**src/pkg/fifo_flag_defs.svh**
```systemverilog
// constants for the almost-flag and mailbox bus-matching block
`ifndef FIFO_FLAG_DEFS_SVH
`define FIFO_FLAG_DEFS_SVH

`define DATA_W 36
`define PTR_W 11
`define PTR_ONE 11'h001
`define PTR_ZERO 11'h000

`define DEPTH_SMALL 256
`define DEPTH_LARGE 1024

`define REF_CLK_MHZ 50
`define FLAG_SYNC_SKEW_MIN_NS 60
`define FLAG_SYNC_SKEW_CYCLES ((`FLAG_SYNC_SKEW_MIN_NS * `REF_CLK_MHZ + 999) / 1000)
`define SYNC_STAGES (`FLAG_SYNC_SKEW_CYCLES - 1)

`define SYNC_CHAINS 4
`define CH_A2B_RD 0
`define CH_B2A_WR 1
`define CH_B2A_RD 2
`define CH_A2B_WR 3

`define SIZE_LONG 2'h0
`define SIZE_WORD 2'h1
`define SIZE_BYTE 2'h2

`define LAST_PIECE_LONG 2'h0
`define LAST_PIECE_WORD 2'h1
`define LAST_PIECE_BYTE 2'h3
`define PIECE_ZERO 2'h0
`define PIECE_ONE 2'h1

`define LONG_MASK 36'hF_FFFF_FFFF
`define WORD_MASK 36'h0_0003_FFFF
`define BYTE_MASK 36'h0_0000_01FF

`define ALMOST_EMPTY_N_RESET 1'b0
`define ALMOST_FULL_N_RESET 1'b1
`define MAILBOX_FULL_N_RESET 1'b1
`define EDGE_PREV_RESET 1'b1

`endif

```
**src/pkg/fifo_flag_pkg.sv**
```systemverilog
// types shared by the almost-flag and mailbox block
`default_nettype none
`include "fifo_flag_defs.svh"
package fifo_flag_pkg;

   typedef logic [`PTR_W-1:0] ptr_type;
   typedef logic [`DATA_W-1:0] word_type;

   typedef struct packed {
      logic select_n;
      logic write_read;
      logic mailbox_sel;
      word_type data;
   } port_cmd_type;

   typedef struct packed {
      ptr_type a2b_wr;
      ptr_type a2b_rd;
      ptr_type b2a_wr;
      ptr_type b2a_rd;
      logic [1:0] b_wr_piece;
      logic [1:0] b_rd_piece;
      logic [`SYNC_CHAINS-1:0][`SYNC_STAGES-1:0][`PTR_W-1:0] sync;
      word_type a2b_mbx;
      word_type b2a_mbx;
      logic a2b_full_n;
      logic b2a_full_n;
      logic a2b_release;
      logic b2a_release;
      logic aea_n;
      logic afa_n;
      logic afb_n;
   } main_state_type;

endpackage
`default_nettype wire

```
**src/logic/port_edge.sv**
```systemverilog
// rising-edge pulse from a sampled port clock level
`timescale 1ns/10ps
`default_nettype none
module port_edge
   import fifo_flag_pkg::*;
(
   input wire logic ref_clk,
   input wire logic rstn,
   input wire logic level,
   output logic rise
);

   typedef struct packed {
      logic prev;
   } edge_state_type;

   edge_state_type s;
   edge_state_type next_s;

   // prev resets high so a clock that is high at release gives no false edge
   always_comb begin
      next_s = s;
      next_s.prev = level;
      rise = level & ~s.prev;
   end

   always_ff @(posedge ref_clk or negedge rstn) begin
      if (!rstn) begin
         s.prev <= `EDGE_PREV_RESET;
      end else begin
         s <= next_s;
      end
   end

endmodule
`default_nettype wire

```
**src/logic/two_entry_buffer.sv**
```systemverilog
// two-entry buffer with valid and ready on both sides
`timescale 1ns/10ps
`default_nettype none
module two_entry_buffer
   import fifo_flag_pkg::*;
#(
   parameter int WIDTH = `DATA_W
) (
   input wire logic ref_clk,
   input wire logic rstn,
   input wire logic in_valid,
   input wire logic [WIDTH-1:0] in_data,
   output logic in_ready,
   output logic out_valid,
   output logic [WIDTH-1:0] out_data,
   input wire logic out_ready
);

   typedef struct packed {
      logic [WIDTH-1:0] d0;
      logic [WIDTH-1:0] d1;
      logic v0;
      logic v1;
   } buf_state_type;

   buf_state_type s;
   buf_state_type next_s;
   logic pop;
   logic push;

   // ready depends only on state, so no path runs from out_ready to in_ready
   always_comb begin
      next_s = s;
      pop = s.v0 & out_ready;
      push = in_valid & ~s.v1;
      if (pop) begin
         next_s.d0 = s.d1;
         next_s.v0 = s.v1;
         next_s.v1 = 1'b0;
      end
      if (push) begin
         if (!next_s.v0) begin
            next_s.d0 = in_data;
            next_s.v0 = 1'b1;
         end else begin
            next_s.d1 = in_data;
            next_s.v1 = 1'b1;
         end
      end
   end

   assign in_ready = ~s.v1;
   assign out_valid = s.v0;
   assign out_data = s.d0;

   always_ff @(posedge ref_clk or negedge rstn) begin
      if (!rstn) begin
         s <= '0;
      end else begin
         s <= next_s;
      end
   end

endmodule
`default_nettype wire

```
**src/logic/bidir_fifo_almost_flags_mailbox.sv**
```systemverilog
// port-A almost-empty flag, almost-full flags on both ports, and mailbox bus matching
//
// Notes on behaviour
// RL1 - port-A almost-empty rises on first A edge after B write, else one later
// RL2 - word or byte port B counts a queue entry only at its last piece
// RL3 - port-A almost-full rises on next A edge after freeing B read, else later
// RL4 - word or byte port B frees a location only at its last read piece
// RL5 - port-B almost-full rises on next B edge after freeing A read, else later
// RL6 - word or byte port B drops almost-full only on the completing write
// RL7 - almost-full threshold is measured from the full depth, 256 or 1024
// RL8 - A writes and B reads the A-to-B queue with select low, W/R high
// RL9 - B writes the B-to-A queue with select, W/R and mailbox select low
// RL10 - word port B: A-to-B mailbox takes A bits 0-17, B shows bits 0-17
// RL11 - byte port B: A-to-B mailbox takes A bits 0-8, B shows bits 0-8
// RL12 - word port B: B-to-A mailbox takes B bits 0-17, A shows bits 0-17
// RL13 - byte port B: B-to-A mailbox takes B bits 0-8, A shows bits 0-8
// RL14 - mailbox full goes low on writer's edge, released after the other reads
// RL15 - each flag sees the far pointer only after a two-stage synchroniser
`timescale 1ns/10ps
`default_nettype none
module bidir_fifo_almost_flags_mailbox
   import fifo_flag_pkg::*;
#(
   parameter int QUEUE_DEPTH = `DEPTH_SMALL
) (
   input wire logic ref_clk,
   input wire logic rstn,
   input wire logic porta_clock,
   input wire logic porta_select_n,
   input wire logic porta_write_read,
   input wire logic porta_mailbox_sel,
   input wire logic [`DATA_W-1:0] porta_data,
   input wire logic portb_clock,
   input wire logic portb_select_n,
   input wire logic portb_write_read,
   input wire logic portb_mailbox_sel,
   input wire logic [`DATA_W-1:0] portb_data,
   input wire logic [1:0] portb_size,
   input wire logic [`PTR_W-1:0] almost_empty_offset,
   input wire logic [`PTR_W-1:0] almost_full_offset,
   output logic porta_almost_empty_n,
   output logic porta_almost_full_n,
   output logic portb_almost_full_n,
   output logic a_to_b_mailbox_full_n,
   output logic b_to_a_mailbox_full_n,
   output logic [`PTR_W-1:0] a_to_b_queue_wr_ptr,
   output logic [`PTR_W-1:0] a_to_b_queue_rd_ptr,
   output logic [`PTR_W-1:0] b_to_a_queue_wr_ptr,
   output logic [`PTR_W-1:0] b_to_a_queue_rd_ptr,
   output logic porta_mailbox_valid,
   output logic [`DATA_W-1:0] porta_mailbox_data,
   input wire logic porta_mailbox_ready,
   output logic portb_mailbox_valid,
   output logic [`DATA_W-1:0] portb_mailbox_data,
   input wire logic portb_mailbox_ready
);

   localparam ptr_type DEPTH_P = ptr_type'(QUEUE_DEPTH);

   main_state_type s;
   main_state_type next_s;

   port_cmd_type cmd_a;
   port_cmd_type cmd_b;
   logic a_rise;
   logic b_rise;
   logic a_buf_ready;
   logic b_buf_ready;
   logic a_push;
   logic b_push;
   word_type a_push_data;
   word_type b_push_data;

   logic a_q_write;
   logic a_q_read;
   logic a_mbx_write;
   logic a_mbx_read;
   logic b_q_write;
   logic b_q_read;
   logic b_mbx_write;
   logic b_mbx_read;
   logic a_sets_b2a_release;
   logic b_sets_a2b_release;
   ptr_type full_threshold;
   ptr_type tap_a2b_rd;
   ptr_type tap_b2a_wr;
   ptr_type tap_b2a_rd;
   ptr_type tap_a2b_wr;
   ptr_type [`SYNC_CHAINS-1:0] sync_src;

   // occupancy in long words; pointers wrap at twice the largest depth
   function automatic ptr_type level_of(input ptr_type wr, input ptr_type rd);
      level_of = wr - rd;
   endfunction

   // the far pointer arrives late, so a side may refuse early but never over- or underrun
   function automatic logic has_room(input ptr_type wr, input ptr_type rd);
      has_room = level_of(wr, rd) < DEPTH_P;
   endfunction

   function automatic logic has_data(input ptr_type wr, input ptr_type rd);
      has_data = level_of(wr, rd) != `PTR_ZERO;
   endfunction

   // one decode for both ports; only the sense of write/read differs between them
   function automatic logic cmd_hit(input port_cmd_type cmd, input logic wr, input logic mb);
      cmd_hit = ~cmd.select_n & (cmd.write_read == wr) & (cmd.mailbox_sel == mb);
   endfunction

   function automatic logic last_piece(input logic [1:0] piece, input logic [1:0] size);
      case (size)
         `SIZE_WORD: last_piece = (piece == `LAST_PIECE_WORD);
         `SIZE_BYTE: last_piece = (piece == `LAST_PIECE_BYTE);
         default: last_piece = (piece == `LAST_PIECE_LONG);
      endcase
   endfunction

   // unused upper lanes are driven as zero rather than left floating
   function automatic word_type mask_by_size(input word_type d, input logic [1:0] size);
      case (size)
         `SIZE_WORD: mask_by_size = d & `WORD_MASK;
         `SIZE_BYTE: mask_by_size = d & `BYTE_MASK;
         default: mask_by_size = d & `LONG_MASK;
      endcase
   endfunction

   port_edge a_edge (
      .ref_clk(ref_clk),
      .rstn(rstn),
      .level(porta_clock),
      .rise(a_rise)
   );

   port_edge b_edge (
      .ref_clk(ref_clk),
      .rstn(rstn),
      .level(portb_clock),
      .rise(b_rise)
   );

   always_comb begin
      cmd_a.select_n = porta_select_n;
      cmd_a.write_read = porta_write_read;
      cmd_a.mailbox_sel = porta_mailbox_sel;
      cmd_a.data = porta_data;
      cmd_b.select_n = portb_select_n;
      cmd_b.write_read = portb_write_read;
      cmd_b.mailbox_sel = portb_mailbox_sel;
      cmd_b.data = portb_data;
   end

   // port A: W/R high writes, low reads; port B: W/R high reads, low writes
   always_comb begin
      a_q_write = a_rise & cmd_hit(cmd_a, 1'b1, 1'b0); // RL8
      a_q_read = a_rise & cmd_hit(cmd_a, 1'b0, 1'b0);
      a_mbx_write = a_rise & cmd_hit(cmd_a, 1'b1, 1'b1);
      a_mbx_read = a_rise & cmd_hit(cmd_a, 1'b0, 1'b1);
      b_q_read = b_rise & cmd_hit(cmd_b, 1'b1, 1'b0); // RL8
      b_q_write = b_rise & cmd_hit(cmd_b, 1'b0, 1'b0); // RL9
      b_mbx_write = b_rise & cmd_hit(cmd_b, 1'b0, 1'b1);
      b_mbx_read = b_rise & cmd_hit(cmd_b, 1'b1, 1'b1);
   end

   // a mailbox read is only taken while the reader's buffer has room
   always_comb begin
      a_sets_b2a_release = a_mbx_read & ~s.b2a_full_n & a_buf_ready;
      b_sets_a2b_release = b_mbx_read & ~s.a2b_full_n & b_buf_ready;
      a_push = a_sets_b2a_release;
      b_push = b_sets_a2b_release;
      a_push_data = s.b2a_mbx;
      b_push_data = s.a2b_mbx;
   end

   always_comb begin
      tap_a2b_rd = s.sync[`CH_A2B_RD][`SYNC_STAGES-1];
      tap_b2a_wr = s.sync[`CH_B2A_WR][`SYNC_STAGES-1];
      tap_b2a_rd = s.sync[`CH_B2A_RD][`SYNC_STAGES-1];
      tap_a2b_wr = s.sync[`CH_A2B_WR][`SYNC_STAGES-1];
      full_threshold = DEPTH_P - almost_full_offset; // RL7
      sync_src[`CH_A2B_RD] = s.a2b_rd;
      sync_src[`CH_B2A_WR] = s.b2a_wr;
      sync_src[`CH_B2A_RD] = s.b2a_rd;
      sync_src[`CH_A2B_WR] = s.a2b_wr;
   end

   always_comb begin
      next_s = s;

      // far pointers reach the flag logic only through the chain's last stage
      for (int c = 0; c < `SYNC_CHAINS; c++) begin
         next_s.sync[c][0] = sync_src[c]; // RL15
         for (int st = 1; st < `SYNC_STAGES; st++) begin
            next_s.sync[c][st] = s.sync[c][st-1]; // RL15
         end
      end

      if (a_rise) begin
         if (a_q_write && has_room(s.a2b_wr, tap_a2b_rd)) begin
            next_s.a2b_wr = s.a2b_wr + `PTR_ONE;
         end
         if (a_q_read && has_data(tap_b2a_wr, s.b2a_rd)) begin
            next_s.b2a_rd = s.b2a_rd + `PTR_ONE;
         end
         // a B edge less than the skew before this edge shows one A edge later
         next_s.afa_n = level_of(next_s.a2b_wr, tap_a2b_rd) < full_threshold; // RL3
         next_s.aea_n = level_of(tap_b2a_wr, next_s.b2a_rd) > almost_empty_offset; // RL1
         if (a_mbx_write) begin
            next_s.a2b_mbx = mask_by_size(cmd_a.data, portb_size); // RL10 RL11
            next_s.a2b_full_n = 1'b0; // RL14
            next_s.a2b_release = 1'b0;
         end else if (s.a2b_release && !b_sets_a2b_release) begin
            next_s.a2b_full_n = 1'b1; // RL14
            next_s.a2b_release = 1'b0;
         end
      end

      if (b_rise) begin
         if (b_q_read && has_data(tap_a2b_wr, s.a2b_rd)) begin
            if (last_piece(s.b_rd_piece, portb_size)) begin
               next_s.a2b_rd = s.a2b_rd + `PTR_ONE; // RL4
               next_s.b_rd_piece = `PIECE_ZERO;
            end else begin
               next_s.b_rd_piece = s.b_rd_piece + `PIECE_ONE;
            end
         end
         if (b_q_write && has_room(s.b2a_wr, tap_b2a_rd)) begin
            if (last_piece(s.b_wr_piece, portb_size)) begin
               next_s.b2a_wr = s.b2a_wr + `PTR_ONE; // RL2
               next_s.b_wr_piece = `PIECE_ZERO;
            end else begin
               next_s.b_wr_piece = s.b_wr_piece + `PIECE_ONE;
            end
         end
         // only a completed long word moves the write pointer, so the flag
         // can fall on the final piece and never earlier
         next_s.afb_n = level_of(next_s.b2a_wr, tap_b2a_rd) < full_threshold; // RL5 RL6
         if (b_mbx_write) begin
            next_s.b2a_mbx = mask_by_size(cmd_b.data, portb_size); // RL12 RL13
            next_s.b2a_full_n = 1'b0; // RL14
            next_s.b2a_release = 1'b0;
         end else if (s.b2a_release && !a_sets_b2a_release) begin
            next_s.b2a_full_n = 1'b1; // RL14
            next_s.b2a_release = 1'b0;
         end
      end

      // a new read request outranks the clear taken on the writer's edge
      if (b_sets_a2b_release) begin
         next_s.a2b_release = 1'b1; // RL14
      end
      if (a_sets_b2a_release) begin
         next_s.b2a_release = 1'b1; // RL14
      end
   end

   always_ff @(posedge ref_clk or negedge rstn) begin
      if (!rstn) begin
         s <= '0;
         s.aea_n <= `ALMOST_EMPTY_N_RESET;
         s.afa_n <= `ALMOST_FULL_N_RESET;
         s.afb_n <= `ALMOST_FULL_N_RESET;
         s.a2b_full_n <= `MAILBOX_FULL_N_RESET;
         s.b2a_full_n <= `MAILBOX_FULL_N_RESET;
      end else begin
         s <= next_s;
      end
   end

   // port A drains the B-to-A mailbox, port B the A-to-B mailbox
   two_entry_buffer #(
      .WIDTH(`DATA_W)
   ) a_mbx_buf (
      .ref_clk(ref_clk),
      .rstn(rstn),
      .in_valid(a_push),
      .in_data(a_push_data),
      .in_ready(a_buf_ready),
      .out_valid(porta_mailbox_valid),
      .out_data(porta_mailbox_data),
      .out_ready(porta_mailbox_ready)
   );

   two_entry_buffer #(
      .WIDTH(`DATA_W)
   ) b_mbx_buf (
      .ref_clk(ref_clk),
      .rstn(rstn),
      .in_valid(b_push),
      .in_data(b_push_data),
      .in_ready(b_buf_ready),
      .out_valid(portb_mailbox_valid),
      .out_data(portb_mailbox_data),
      .out_ready(portb_mailbox_ready)
   );

   assign porta_almost_empty_n = s.aea_n;
   assign porta_almost_full_n = s.afa_n;
   assign portb_almost_full_n = s.afb_n;
   assign a_to_b_mailbox_full_n = s.a2b_full_n;
   assign b_to_a_mailbox_full_n = s.b2a_full_n;
   assign a_to_b_queue_wr_ptr = s.a2b_wr;
   assign a_to_b_queue_rd_ptr = s.a2b_rd;
   assign b_to_a_queue_wr_ptr = s.b2a_wr;
   assign b_to_a_queue_rd_ptr = s.b2a_rd;

endmodule
`default_nettype wire

```
**config.mk**
```make
export PLATFORM = sky130hd
export DESIGN_NAME = bidir_fifo_almost_flags_mailbox
export DESIGN_NICKNAME = d
export VERILOG_FILES = /design/src/pkg/fifo_flag_pkg.sv /design/src/logic/port_edge.sv /design/src/logic/two_entry_buffer.sv /design/src/logic/bidir_fifo_almost_flags_mailbox.sv
export VERILOG_INCLUDE_DIRS = /design/src /design/src/pkg
export SDC_FILE = /design/constraint.sdc
export NUM_CORES = 1
export LEC_CHECK = 0
export BUFFER_PORTS_ARGS = -buffer_cell sky130_fd_sc_hd__buf_2
export CAP_MARGIN = 25
export CORE_MARGIN = 2
export CORE_UTILIZATION = 50
export DETAILED_ROUTE_END_ITERATION = 6
export HOLD_SLACK_MARGIN = 0.03
export PLACE_DENSITY = 0.74
export SLEW_MARGIN = 10
export SYNTH_ARGS = -nofsm -noshare
export SYNTH_HDL_FRONTEND = slang
export SYNTH_SLANG_ARGS = --single-unit
```
**constraint.sdc**
```tcl
create_clock -name ref_clk -period 7.23 [get_ports ref_clk]
set_input_delay 0 -clock ref_clk [delete_from_list [all_inputs] [get_ports ref_clk]]
set_output_delay 0 -clock ref_clk [all_outputs]
set_load 0.05 [all_outputs]
```
==> impl.org, run 1 <==
** Status
- The run finished with clean final reports.

** Critical path
- Largest driver fanout on the critical path :: 9
- Across all register-to-register paths, the minimum setup slack is 0.58 ns.
- Startpoint class of the critical path :: flop
- Data on the critical path arrives at its endpoint at 7.08 ns.
- Critical Path RT :: 7.66 ns
- The critical path in this run is classified as reg2reg.
- Cell with the largest stage delay on the worst path :: sky130_fd_sc_hd__dlygate4sd3_1
- Cell seen most often among critical-path stages :: sky130_fd_sc_hd__o21a_1
- Critical path's largest stage delay :: 0.56 ns
- The worst setup path is captured at a flop.

** Floorplan
- Width of the die :: a little under 200 um
- The floorplan has 70 rows.
- The region available for standard cell placement spans 36350 sq um.
- Die Area :: 38250 sq um
- Initial Utilization :: 50.49%
- For this design the top-level I/O count stands at 231.
- Die height :: 195.6 um

** Clock tree
- Insertion delay to the later sink of the worst-skew pair :: 0.56 ns
- No sink is reached through more buffers than the 3 on the longest clock path.
- In this run, CTS created clock tree buffers numbering 40.
- Level count of the clock H-tree :: 2
- Once the clock tree was built, the setup fixing pass inserted 0 buffers.
- Clock root buffer :: sky130_fd_sc_hd__clkbuf_16
- Clock-pin slew on the worst setup and hold paths :: 0.06 ns
- Clock tree synthesis found a total of 365 sinks.
- Clock tree from TritonCTS :: built

** Yosys
- Sequential fraction of the synthesis area :: between 40% and 50%
- The synthesized netlist occupies a cell area of roughly 18000 sq um.
- Flop and latch count out of synthesis :: ~370
- The biggest area contributor in the post-synthesis netlist is sky130_fd_sc_hd__dfrtp_1.
- Top post-synthesis cells by area :: sky130_fd_sc_hd__dfrtp_1, sky130_fd_sc_hd__ha_1, sky130_fd_sc_hd__mux2_2, sky130_fd_sc_hd__nand2_1, sky130_fd_sc_hd__buf_4
- The top cell type by area accounts for between 40% and 50% of the synthesized area.
- Yosys mapped a number of flops with a built-in enable equal to 0.
- Syn_area_per_cell :: 10.67 sq um
- Counting every net in the synthesized netlist gives 1934.
- Fraction of registers with async set or reset after synthesis :: 100.0%
- Unique cell type count in the Yosys netlist :: 66
- In the synthesized netlist the dominant register cell turns out to be sky130_fd_sc_hd__dfrtp_1.
- Yosys warning total :: 0
- Gate count of the mapped netlist :: 1720

** STA
- Time the final worst path needs with I/O delays and setup :: 6.652 ns
- Final worst-path cycle share :: 92.01%
- The worst pin sits at a relative slew slack of 35.37%.
- Final setup viols :: 0
- The tightest hold path in the finished design has a slack of around 0.049 ns.
- Across the routed clock network, the largest skew measured is 0.01568 ns.
- Setup TNS after final layout :: 0 ns
- The hold violation total from the final report was 0.
- Based on the critical path, the design can be clocked at up to 150.3 MHz.
- Unrepaired setup endpoints after global routing :: false
- Worst slew pin tran :: about 0.97 ns
- Max-slew violations :: 0

** Pwr
- For this design the static power due to leakage is 11.56 nW.
- Power density over the cells :: approximately 280 nW/um^2
- Worst ir drop on vdd :: 340.5 uV

** Global route
- The first global-routing pass estimated 68390 um of wire.
- Total GRT Usage :: between 20% and 30%
- Summed over all layers, the global routing overflow is 0.
- The initial antenna violation count came to 2.
- Entering global routing, the biggest net connects approximately 130 pins.
- Via count of the first global-routing pass :: 13350

** Finish
- Number of nets in the layout :: 2143
- Cells with a size suffix above 1 make up 21.67% of the layout.
- Relative to the synthesized area, the layout overhead comes to 16.92%.

** Detailed routing
- The count of nets left with antenna violations once routing finished came out at 0.
- Aggregate routed wire length :: 41920 um
- Drt initial violations :: roughly 650
- Via total after detailed routing :: 12910
- After detailed routing, the number of vias per cell comes to around 5.3.
- After detailed routing, the number of remaining DRC violations is 0.
- DR WL/cell :: 17.27 um
- The first detailed-routing pass ran for 5 iterations.

** Placed design
- At the end of routability-driven placement, the weighted congestion stood at 0.8925.
- I/O Buffers :: between 200 and 250
- Placed wire-length estimate after detailed placement :: 28030 um

** Hold path
- Type of the worst min-delay path :: in2reg

** Flow run
- Max-cap violation count :: 0
cells in the final DEF (no fill, tap or decap), drive strengths merged, types with 32 or more instances in the layout:
| cell | n |
|---|---|
| inv | 88 |
| o21ai | 132 |
| xor2 | 32 |
| buf | 248 |
| dfrtp | 359 |
| ha | 103 |
| dlygate4sd3 | 89 |
| nand2 | 252 |
| xnor2 | 70 |
| mux2i | 73 |
| a21o | 34 |
| nand3 | 46 |
| clkbuf | 55 |
| mux2 | 87 |
logic make-up (layout without fill, tap and decap cells):
| logic type | Yosys count | in the layout | share of synthesized area [%] |
|---|---|---|---|
| and+or+nand+nor | 467 | 467 | 11.87 |
| DFF | 365 | 365 | 49.82 |
| AOI/OAI and AO/OA | 263 | 263 | 8.980 |
| buffers and inverters | 255 | 492 | 7.671 |
| muxes | 160 | 160 | 9.321 |
| adders and majority gates | 108 | 108 | 7.473 |
| xor gates and xnor gates | 102 | 102 | 4.868 |
| other | 0 | 2 | 0 |
worst paths after layout:
path,startpoint,endpoint,cells after the start
setup reg to reg,b_to_a_queue_rd_ptr[9],porta_almost_empty_n,28
hold / removal,porta_select_n,b_to_a_mailbox_full_n,5
max in group asynchronous,rstn,a_mbx_buf.out_data[18],4
min in group asynchronous,rstn,a_to_b_queue_rd_ptr[0],2
hold reg to reg,next_s[159],tap_a2b_wr[3],0
setup / recovery,b_to_a_queue_rd_ptr[9],porta_almost_empty_n,28
through the flow:
stage	area (sq um)	power [mW]	std cells	setup WS (ns)	utilization (%)
3_5_place_dp	19150	3.938	2261	1.065	52.69
4_1_cts	21330	6.008	2420	0.4730	58.70
3_3_place_gp	19140	3.893	2260	1.201	52.66
2_1_floorplan	18350	3.643	1720	1.608	-
5_1_grt	21460	6.284	2427	0.09759	59.03
6_report	21460	5.961	2427	0.5780	59.03
final cells by class:
type,count,area [sq um]
fill,2967,14890
sequential,365,9141
multi-input combinational,1100,7846
timing repair buffer,337,2265
clock buffer,55,1139
tap,468,585.6
inverter,85,319.1
clock inverter,15,155.1
antenna,2,5.005
synth_stat cells (21+ instances only):
cell and number:
sky130_fd_sc_hd__o21ai_0 131, sky130_fd_sc_hd__xnor2_1 70, sky130_fd_sc_hd__nand2_1 252, sky130_fd_sc_hd__a21oi_1 23
sky130_fd_sc_hd__dfrtp_1 359, sky130_fd_sc_hd__o21a_1 21, sky130_fd_sc_hd__nor3_1 24, sky130_fd_sc_hd__nand3_1 45
sky130_fd_sc_hd__nand4_1 26, sky130_fd_sc_hd__mux2_2 87, sky130_fd_sc_hd__buf_4 116, sky130_fd_sc_hd__ha_1 103
sky130_fd_sc_hd__clkbuf_1 49, sky130_fd_sc_hd__inv_1 85, sky130_fd_sc_hd__a21o_1 34, sky130_fd_sc_hd__nor2_1 30
sky130_fd_sc_hd__mux2i_1 73, sky130_fd_sc_hd__xor2_1 32
registers in the layout (all words and copies together) (netlist names), 36 cells and up, named ones only:
name and cells:
a_mbx_buf.out_data 36, a_mbx_buf.s 37, a_push_data 36, b_mbx_buf.out_data 36, b_mbx_buf.s 37, b_push_data 36, next_s 44
per-layer routing:
layer	GRT usage (%)	routed length (um)	part of all wire, %	vias up
li1	-	-	-	6217
met1	29.35	18600	44	6294
met2	37.78	20290	48	325
met3	4.007	1974	4.7	72
met4	7.153	1064	2.5	0
met5	0	0	0	-
repair_timing:
action / in CTS / in global routing
hold buffers: 89 / 0
endpoints found under the setup margin: 0 / 1
resized for setup: 0 / 1
hold endpoints to repair: 206 / 0
critical path: cells and delay by family, from the launching register on:
kind	cells	cell delay [ns]
AOI/OAI and AO/OA	18	3.61
xor gates and xnor gates	1	0.19
adders and majority gates	3	0.88
buffers and inverters	3	0.70
DFF	1	0.38
muxes	1	0.40
and+or+nand+nor	2	0.34
power breakdown:
| group | internal [mW] | total, mW | switching (mW) |
|---|---|---|---|
| combinational | 0.524 | 1.49 | 0.968 |
| sequential | 2.29 | 2.46 | 0.174 |
| clock | 1.18 | 2.01 | 0.826 |
| total | 3.99 | 5.96 | 1.97 |
No activity file was read; power rests on OpenSTA's default activity.
==> run 2: changes to the inputs <==
--- a/config.mk
+++ b/config.mk
@@ -6,10 +6,12 @@
 export SDC_FILE = /design/constraint.sdc
 export NUM_CORES = 1
 export LEC_CHECK = 0
+export ABC_AREA = 1
 export BUFFER_PORTS_ARGS = -buffer_cell sky130_fd_sc_hd__buf_2
 export CAP_MARGIN = 25
 export CORE_MARGIN = 2
 export CORE_UTILIZATION = 50
+export CTS_CLUSTER_DIAMETER = 80
 export DETAILED_ROUTE_END_ITERATION = 6
 export HOLD_SLACK_MARGIN = 0.03
 export PLACE_DENSITY = 0.74
==> run 2 against run 1 <==
  * Count of clock-buffer cells in the layout decreased by 4
  * Critical path type unchanged
  * Die area increased by 3.0%
  * First-iteration DRC count increased by 53%
  * Critical endpoint unchanged
  * Worst setup slack improved by 1.1 ns
==> impl.org, run 2 <==
** Status
- Run status :: complete, no violations

** Detailed routing
- Via total after detailed routing :: 14950 (+16%)
- The number of detailed-routing iterations run before antenna repair was 5 (unchanged).
- DRC violations left :: 0 (unchanged)
- Aggregate routed wire length :: 45890 um (+9.5%)
- Residual antenna-violating net count after detailed routing :: 0 (unchanged)
- The mean routed wirelength per cell came to 15.83 um (-8.4%).
- Drt initial violations :: 993 (+53%)
- Via density per instance :: 5.154 (-3.1%)

** Yosys
- Simple logic cell fraction of the synthesized area :: 17.89% (+6.0 points)
- The number of warnings reported in the yosys synthesis log is 0 (unchanged).
- The post-synthesis average cell area came to 8.701 sq um (-18%).
- Flop and latch count out of synthesis :: 365 (unchanged)
- Fraction of registers with async set or reset after synthesis :: 100.0% (unchanged)
- Top post-synthesis cells by count :: sky130_fd_sc_hd__nand2_1, sky130_fd_sc_hd__dfrtp_1, sky130_fd_sc_hd__inv_1
- Largest family of logic cells by synthesized area :: simple AND/OR/NAND/NOR gates
- The post-synthesis instance total was 2173 (+26%).
- The share of the synthesized area in the top cell type was 47.52% (-1.4 points).
- Post-synthesis net count :: 2387 (+23%)
- The share of the synthesized area in compound gates (AO/OA/AOI/OAI) is 10.22% (+1.2 points).
- Post-synthesis cell area :: 18910 sq um (+3.0%)
- Top post-synthesis cells by area :: sky130_fd_sc_hd__dfrtp_1, sky130_fd_sc_hd__nand2_1, sky130_fd_sc_hd__ha_1, sky130_fd_sc_hd__inv_1, sky130_fd_sc_hd__o21ai_0
- The distinct cell type count of the synthesized netlist came to 48 (-27%).
- Cell taking the most area after synthesis :: sky130_fd_sc_hd__dfrtp_1
- Most used standard cell by instance count after synthesis :: sky130_fd_sc_hd__nand2_1
- The register area share after synthesis is 48.35% (-1.5 points).
- Share of the synthesized netlist area taken by xor and xnor gates :: 3.938% (-0.93 points)
- The share of synthesized area spent on multiplexers came to 0% (-9.3 points).
- Synthesized-area fraction occupied by adder cells :: 7.134% (-0.34 points)
- The number of enable flip-flop cells after synthesis is 0 (unchanged).
- For this run, the leading register cell type out of synthesis is sky130_fd_sc_hd__dfrtp_1.

** Flow run
- The number of maximum-capacitance violations came to 0 (unchanged).

** Critical path
- The most numerous cell type found on the critical path is sky130_fd_sc_hd__nand2_1.
- The largest stage delay on the critical path was 0.55 ns (about the same).
- The critical path is of the reg2reg type.
- The slowest stage of the critical path is the sky130_fd_sc_hd__dlygate4sd3_1 cell.
- Element type at the critical path end :: flop
- The critical path data required time came to 7.67 ns (about the same).
- The worst setup path is launched from a flop.
- The data arrival time of the critical path was 5.99 ns (-1.09 ns).
- Largest driver fanout on the critical path :: 14 (+5)

** Global route
- Maximum number of pins on one net before global-route repair :: 162 (+26%)
- First-pass GRT wire length :: 73910 um (+8.1%)
- The total global-route track usage is 23.58% (+1.2 points).
- The number of global-route vias before repair is 14690 (+10%).
- Antenna violations before repair :: 4 (+2)
- Total overflow reported by the global router :: 0 (unchanged)

** Floorplan
- The die boundary height is 198.5 um (+1.5%).
- The starting utilization of the core area was 50.43% (-0.051 points).
- The total number of placement rows came to 71 (+1.4%).
- The I/O pin count was 231 (unchanged).
- The core region area was 37490 sq um (+3.1%).
- Width of the die :: 198.5 um (+1.5%)
- Die Area :: 39380 sq um (+3.0%)

** Placed design
- Final weighted congestion in routability-driven placement :: 0.9110 (+2.1%)
- The detailed placer's ending HPWL is 31050 um (+11%).
- The cell area after placement came to 19710 sq um (+2.9%).
- The count of buffers from port buffering is 230 (unchanged).
- The worst slack at placement is 2.181 ns (+1.116 ns).

** Pwr
- The power per standard cell area was 275.3 nW/um^2 (-0.90%).
- Pleak :: 11.53 nW (-0.25%)
- Total chip power :: 6.024 mW (+1.1%)
- Worst ir drop on vdd :: 200.4 uV (-41%)

** Clock tree
- The post-CTS clock slew at the launch and capture registers of the worst setup and hold paths was 0.06 ns (about the same).
- The number of buffers on the longest clock path was 3 (unchanged).
- The number of sinks on the clock net is 365 (unchanged).
- The number of buffers created by CTS is 38 (-5.0%).
- The tree is rooted in a sky130_fd_sc_hd__clkbuf_16.
- Clock tree from TritonCTS :: built
- Insertion delay to the later sink of the worst-skew pair :: 0.56 ns (about the same)
- The H-tree level count is 2 (unchanged).
- Buffer count from post-CTS setup fixing :: 0 (unchanged)

** STA
- The sum of negative setup slack was 0 ns (unchanged).
- The minimum period implied by the final worst setup slack is 5.555 ns (-1.097 ns).
- Final setup viols :: 0 (unchanged)
- The hold violation total from the final report came to 0 (unchanged).
- The worst slew margin relative to its limit was 42.04% (+6.7 points).
- Max-slew violations :: 0 (unchanged)
- The fmax came to 180.0 MHz (+20%).
- The post-route clock skew came to 0.02177 ns (+0.006087 ns).
- The smallest setup slack after layout came to 1.675 ns (+1.097 ns).
- The share of the clock period used by the worst path after layout was 76.83% (-15 points).
- The slew of the pin with the lowest slew margin was 0.8694 ns (-0.1001 ns).
- Unrepaired setup endpoints after global routing :: false

** Finish
- Flip-flop count of the largest register, all copies and words added :: 44 (unchanged)
- The number of nets at the end of the flow is 2574 (+20%).
- Summed area of non-filler cells in the final layout :: 21880 sq um (+2.0%)
- The number of fill cells in the layout came to 3206 (+8.1%).
- Sequential cell area :: 9141 sq um (unchanged)
- In the layout the commonest cells are sky130_fd_sc_hd__nand2_1, sky130_fd_sc_hd__dfrtp_1, sky130_fd_sc_hd__inv_1, sky130_fd_sc_hd__buf_2, sky130_fd_sc_hd__o21ai_0.
- The end-of-flow core utilization came to 58.37% (-0.66 points).
- The multi-input logic area is 7446 sq um (-5.1%).
- Share of cells above drive strength 1 :: 15.47% (-6.2 points)
- Area added between synthesis and finish :: 15.73%
- Leaving out fill and tap cells, the most frequent cell in the layout is sky130_fd_sc_hd__nand2_1.

** Hold path
- The path class of the tightest hold or removal check is in2reg.
[run 2: cell types whose count changed after synthesis, moves of 59 or more]
cell	delta
sky130_fd_sc_hd__mux2i_1	-73
sky130_fd_sc_hd__mux2_2	-87
sky130_fd_sc_hd__o21ai_0	+61
sky130_fd_sc_hd__nand2_1	+167
sky130_fd_sc_hd__inv_1	+227
sky130_fd_sc_hd__nand3_1	+99
sky130_fd_sc_hd__nor2_1	+81
sky130_fd_sc_hd__a31oi_1	+59
[run 2: where the power goes]
group          leakage (nW)  total (mW)  switching (mW)  internal, mW
Combinational          6.17        1.54            1.04         0.495
Sequential             4.73        2.49           0.177          2.31
Clock                 0.634        2.00           0.804          1.20
Total                  11.5        6.02            2.02          4.00
[run 2: cell type report]
class	count	area share [%]
Multi-Input combinational cell	1303	34.03
Timing Repair Buffer	334	9.950
Clock inverter	14	0.8806
Antenna cell	4	0.04575
Clock buffer	51	4.941
Tap cell	511	2.922
Inverter	318	5.455
Sequential cell	365	41.78
[run 2: cells by family (layout without fill, tap and decap cells)]
logic type / after synthesis / count (layout)
AO/OA/AOI/OAI: 345 / 345
XOR/XNOR: 85 / 85
adder cells (fa/ha/maj): 106 / 106
buffers and inverters: 505 / 717
flip-flops: 365 / 365
other: 0 / 4
AND/OR/NAND/NOR: 767 / 767
[run 2: routing by layer]
layer | vias up | part of all wire [%] | wire length [um] | track usage [%]
met2 | 429 | 47 | 21520 | 38.96
met5 | - | 0.020 | 9 | 0
li1 | 7277 | - | - | -
met4 | 2 | 3.0 | 1367 | 7.905
met3 | 86 | 6.1 | 2787 | 4.832
met1 | 7154 | 44 | 20210 | 31.10
[run 2: final timing paths]
path,start,to,slack [ns],depth (start not counted)
worst max-delay path,b_to_a_queue_rd_ptr[2],porta_almost_empty_n,1.68,33
worst min-delay path,porta_mailbox_sel,b_to_a_mailbox_full_n,0.06,6
worst max register to register,b_to_a_queue_rd_ptr[2],porta_almost_empty_n,1.68,33
worst min register to register,next_s[122],tap_b2a_wr[10],0.33,0
max in group asynchronous,rstn,asynchronous set/reset pin,5.14,4
min in group asynchronous,rstn,b_mbx_buf.out_data[15],0.08,2
[run 2: stage by stage]
step	hold WS (ns)	std cells
floorplan	-0.2956	2173
global placement	0.07074	2742
detailed placement	0.08021	2742
CTS	0.03910	2896
global route	0.08241	2897
finish	0.06348	2900
[run 2: worst max-delay path, delay by kind of cell (launching register included)]
kind | cells | cell delay [ns]
flops | 1 | 0.51
simple gates | 14 | 1.03
compound gates | 7 | 1.71
buf+inv | 8 | 1.12
xor+xnor | 1 | 0.11
fa+ha+maj | 3 | 0.95
[run 2: repair_timing]
action / CTS / global route
gates resized for setup: 0 / 0
setup endpoints to repair: 0 / 0
hold endpoints to repair: 222 / 0
hold buffers: 89 / 0
==> run 3: changes to the inputs <==
==> constraint.sdc (replaced) <==
create_clock -name ref_clk -period 5.3 [get_ports ref_clk]
set_input_delay 0 -clock ref_clk [delete_from_list [all_inputs] [get_ports ref_clk]]
set_output_delay 0 -clock ref_clk [all_outputs]
set_load 0.05 [all_outputs]
==> run 3 against run 2 <==
  * Critical endpoint unchanged
  * Routed wire length is 1.3% higher
  * Final cell count grew 0.28%
  * Global-route usage up 0.46 points
==> impl.org, run 3 (same netlist as run 2, synthesis figures left out) <==
** Status
- The flow ran to the end, and the final reports show no timing, DRC or antenna violations.

** STA
- The slew of the pin with the lowest slew margin came to 0.8519 ns (-0.01752 ns).
- The count of endpoints failing setup in the final report is 0 (unchanged).
- Final worst-path cycle share :: 95.33% (+19 points)
- The worst slew margin relative to its limit was 43.21% (+1.2 points).
- The number of max-slew violations in the final report came to 0 (unchanged).
- Clock skew :: 0.01935 ns (-0.002423 ns)
- Fin. Hold Viols :: 0 (unchanged)
- Unrepaired setup endpoints after global routing :: true
- Time the final worst path needs with I/O delays and setup :: 5.053 ns (-0.5019 ns)
- Achievable clock frequency :: 197.9 MHz (+9.9%)
- Worst hold slack across all endpoints :: 0.05562 ns (-0.007858 ns)

** Detailed routing
- The mean routed wirelength per cell came to 15.98 um (+1.0%).
- Via density per instance :: 5.132 (-0.44%)
- The number of detailed-routing iterations run before antenna repair came to 5 (unchanged).
- Via total after detailed routing :: 14920 (-0.16%)
- The routed wire length came to 46480 um (+1.3%).
- The detailed-route DRC error count was 0 (unchanged).
- The number of nets still failing antenna checks after routing is 0 (unchanged).
- The number of DRC markers in iteration 0 is 886 (-11%).

** Finish
- Flip-flop count of the largest register, all copies and words added :: 44 (unchanged)
- Utilization of the core after routing :: 58.57% (+0.20 points)
- Area added between synthesis and finish :: 16.13%
- Leaving out fill and tap cells, the most frequent cell in the layout is sky130_fd_sc_hd__nand2_1.
- The share of final-layout standard cells stronger than drive strength 1 was 16.72% (+1.3 points).
- Commonest cells after routing, fill and taps aside :: sky130_fd_sc_hd__nand2_1, sky130_fd_sc_hd__dfrtp_1, sky130_fd_sc_hd__inv_1, sky130_fd_sc_hd__buf_2, sky130_fd_sc_hd__o21ai_0
- Number of nets in the layout :: 2581 (+0.27%)
- The number of fill cells in the layout came to 3183 (-0.72%).
- The final design instance area without fill was 21960 sq um (+0.35%).

** Pwr
- Worst ir drop on vdd :: 290.2 uV (+45%)
- Total chip power :: 8.110 mW (+35%)
- Cell Int Power :: 5.304 mW (+33%)
- Net switching share of the total power :: 34.60% (+1.0 points)
- Power density over the cells :: 369.4 nW/um^2 (+34%)
- Part of the power in registers :: 41.9% (+0.6 points)
- The clock share of power came to 31.7% (-1.5 points).
- The combinational share of power came to 26.4% (+0.9 points).
- The leakage power was 11.52 nW (-0.17%).
- Sw Pwr :: 2.806 mW (+39%)

** Critical path
- Largest delay contributor family on the critical path :: simple AND/OR/NAND/NOR gates
- The largest stage delay on the critical path was 0.55 ns (about the same).
- Element type at the critical path end :: flop
- The worst setup slack for register-to-register paths came to 0.25 ns (-1.43 ns).
- The number of buffer and inverter stages on the critical path came to 5 (-3).
- The largest individual stage delay along the critical path comes from the cell sky130_fd_sc_hd__dlygate4sd3_1.
- Critical Path RT :: 5.74 ns (-1.93 ns)
- The critical path in this run is classified as reg2reg.
- The maximum net fanout on the critical path is 11 (-3).
- By instance count, the cell type seen most on the critical path is sky130_fd_sc_hd__nand2_1.
- STA classifies the critical path startpoint as a flop.
- The data arrival time of the critical path was 5.50 ns (-0.49 ns).

** Clock tree
- Insertion delay to the later sink of the worst-skew pair :: 0.55 ns (about the same)
- CTS buffer count :: 39 (+2.6%)
- The number of sinks on the clock net is 365 (unchanged).
- Max Buffers Root-to-Sink :: 3 (unchanged)
- TritonCTS built the clock tree.
- The H-tree level count is 2 (unchanged).
- The post-CTS clock slew at the launch and capture registers of the worst setup and hold paths was 0.06 ns (about the same).
- Clock root buffer :: sky130_fd_sc_hd__clkbuf_16

** Global route
- The wire length of the first global-routing pass was 75510 um (+2.2%).
- Maximum number of pins on one net before global-route repair :: 154 (-4.9%)
- The total global-route track usage came to 24.04% (+0.46 points).
- Antenna violations before repair :: 4 (unchanged)
- Total overflow reported by the global router :: 0 (unchanged)
- The number of global-route vias before repair was 14950 (+1.8%).

** Floorplan
- The full die area was 39380 sq um (unchanged).
- Width of the die :: 198.5 um (unchanged)
- Initial Utilization :: 50.43% (unchanged)
- The die boundary height was 198.5 um (unchanged).
- The total number of placement rows came to 71 (unchanged).
- Boundary pin count :: 231 (unchanged)
- The core region area came to 37490 sq um (unchanged).

** Flow run
- Max-cap violation count :: 0 (unchanged)

** Placed design
- The detailed placer's ending HPWL is 31030 um (about the same).
- The count of buffers from port buffering came to 230 (unchanged).
- The routability-driven placement congestion ratio was 0.9137 (+0.30%).
- The cell area after placement came to 19750 sq um (+0.22%).

** Hold path
- The min-delay analysis places its worst path in the category in2reg.
-- run 3: layout make-up --
class,count,area (sq um),share of cell area [%]
antenna,5,12.51,0.05698
clock buffer,53,1099,5.003
clock inverter,13,95.09,0.4331
inverter,318,1194,5.436
multi-input combinational,1303,7506,34.18
sequential,365,9151,41.68
tap,511,639.4,2.912
timing repair buffer,340,2261,10.30
-- run 3: stage by stage --
step	setup TNS, ns	instances	setup slack (ns)
floorplan	0	2173	1.038
global placement	0	2744	0.6292
detailed placement	0	2745	0.4628
CTS	0	2898	0.04775
global route	-0.06265	2906	-0.06265
finish	0	2908	0.2473
-- run 3: path summary, 6_finish.rpt --
path	from	endpoint	cells past startpoint
min in group asynchronous	rstn	b_mbx_buf.s[14]	2
max	b_to_a_queue_rd_ptr[8]	porta_almost_empty_n	29
min reg2reg	next_s[119]	tap_b2a_wr[7]	0
max in group asynchronous	rstn	a_mbx_buf.out_data[28]	3
max reg2reg	b_to_a_queue_rd_ptr[8]	porta_almost_empty_n	29
min	porta_mailbox_sel	b_to_a_queue_rd_ptr[5]	4
-- run 3: layer usage --
layer	routed length [um]	vias to the layer above	track usage, %
li1	-	7292	-
met1	20030	7116	31.30
met2	21960	408	39.49
met3	2732	108	4.578
met4	1760	0	10.14
met5	0	-	0
-- run 3: power by group through the flow --
stage	clock [mW]	sequential (mW)	combinational, mW
after floorplan	0	3.39	1.69
after global placement	0	3.42	2.01
after detailed placement	0	3.44	2.06
after CTS	2.63	3.39	2.13
after global routing	2.75	3.44	2.39
final	2.57	3.40	2.14
-- run 3: repair_timing --
action | in CTS | in global routing
buffers inserted | 0 | 4
setup endpoints to repair | 0 | 2
hold buffers | 87 | 0
resized for setup | 0 | 27
hold endpoints to repair | 216 | 0
-- run 3: worst register-to-register path, delay by kind of cell (launching register included) --
kind	cells	cell delay [ns]
buffers and inverters	5	0.98
AOI/OAI and AO/OA	3	0.57
adders and majority gates	3	0.99
and+or+nand+nor	17	1.73
DFF	1	0.46
xor gates and xnor gates	1	0.22
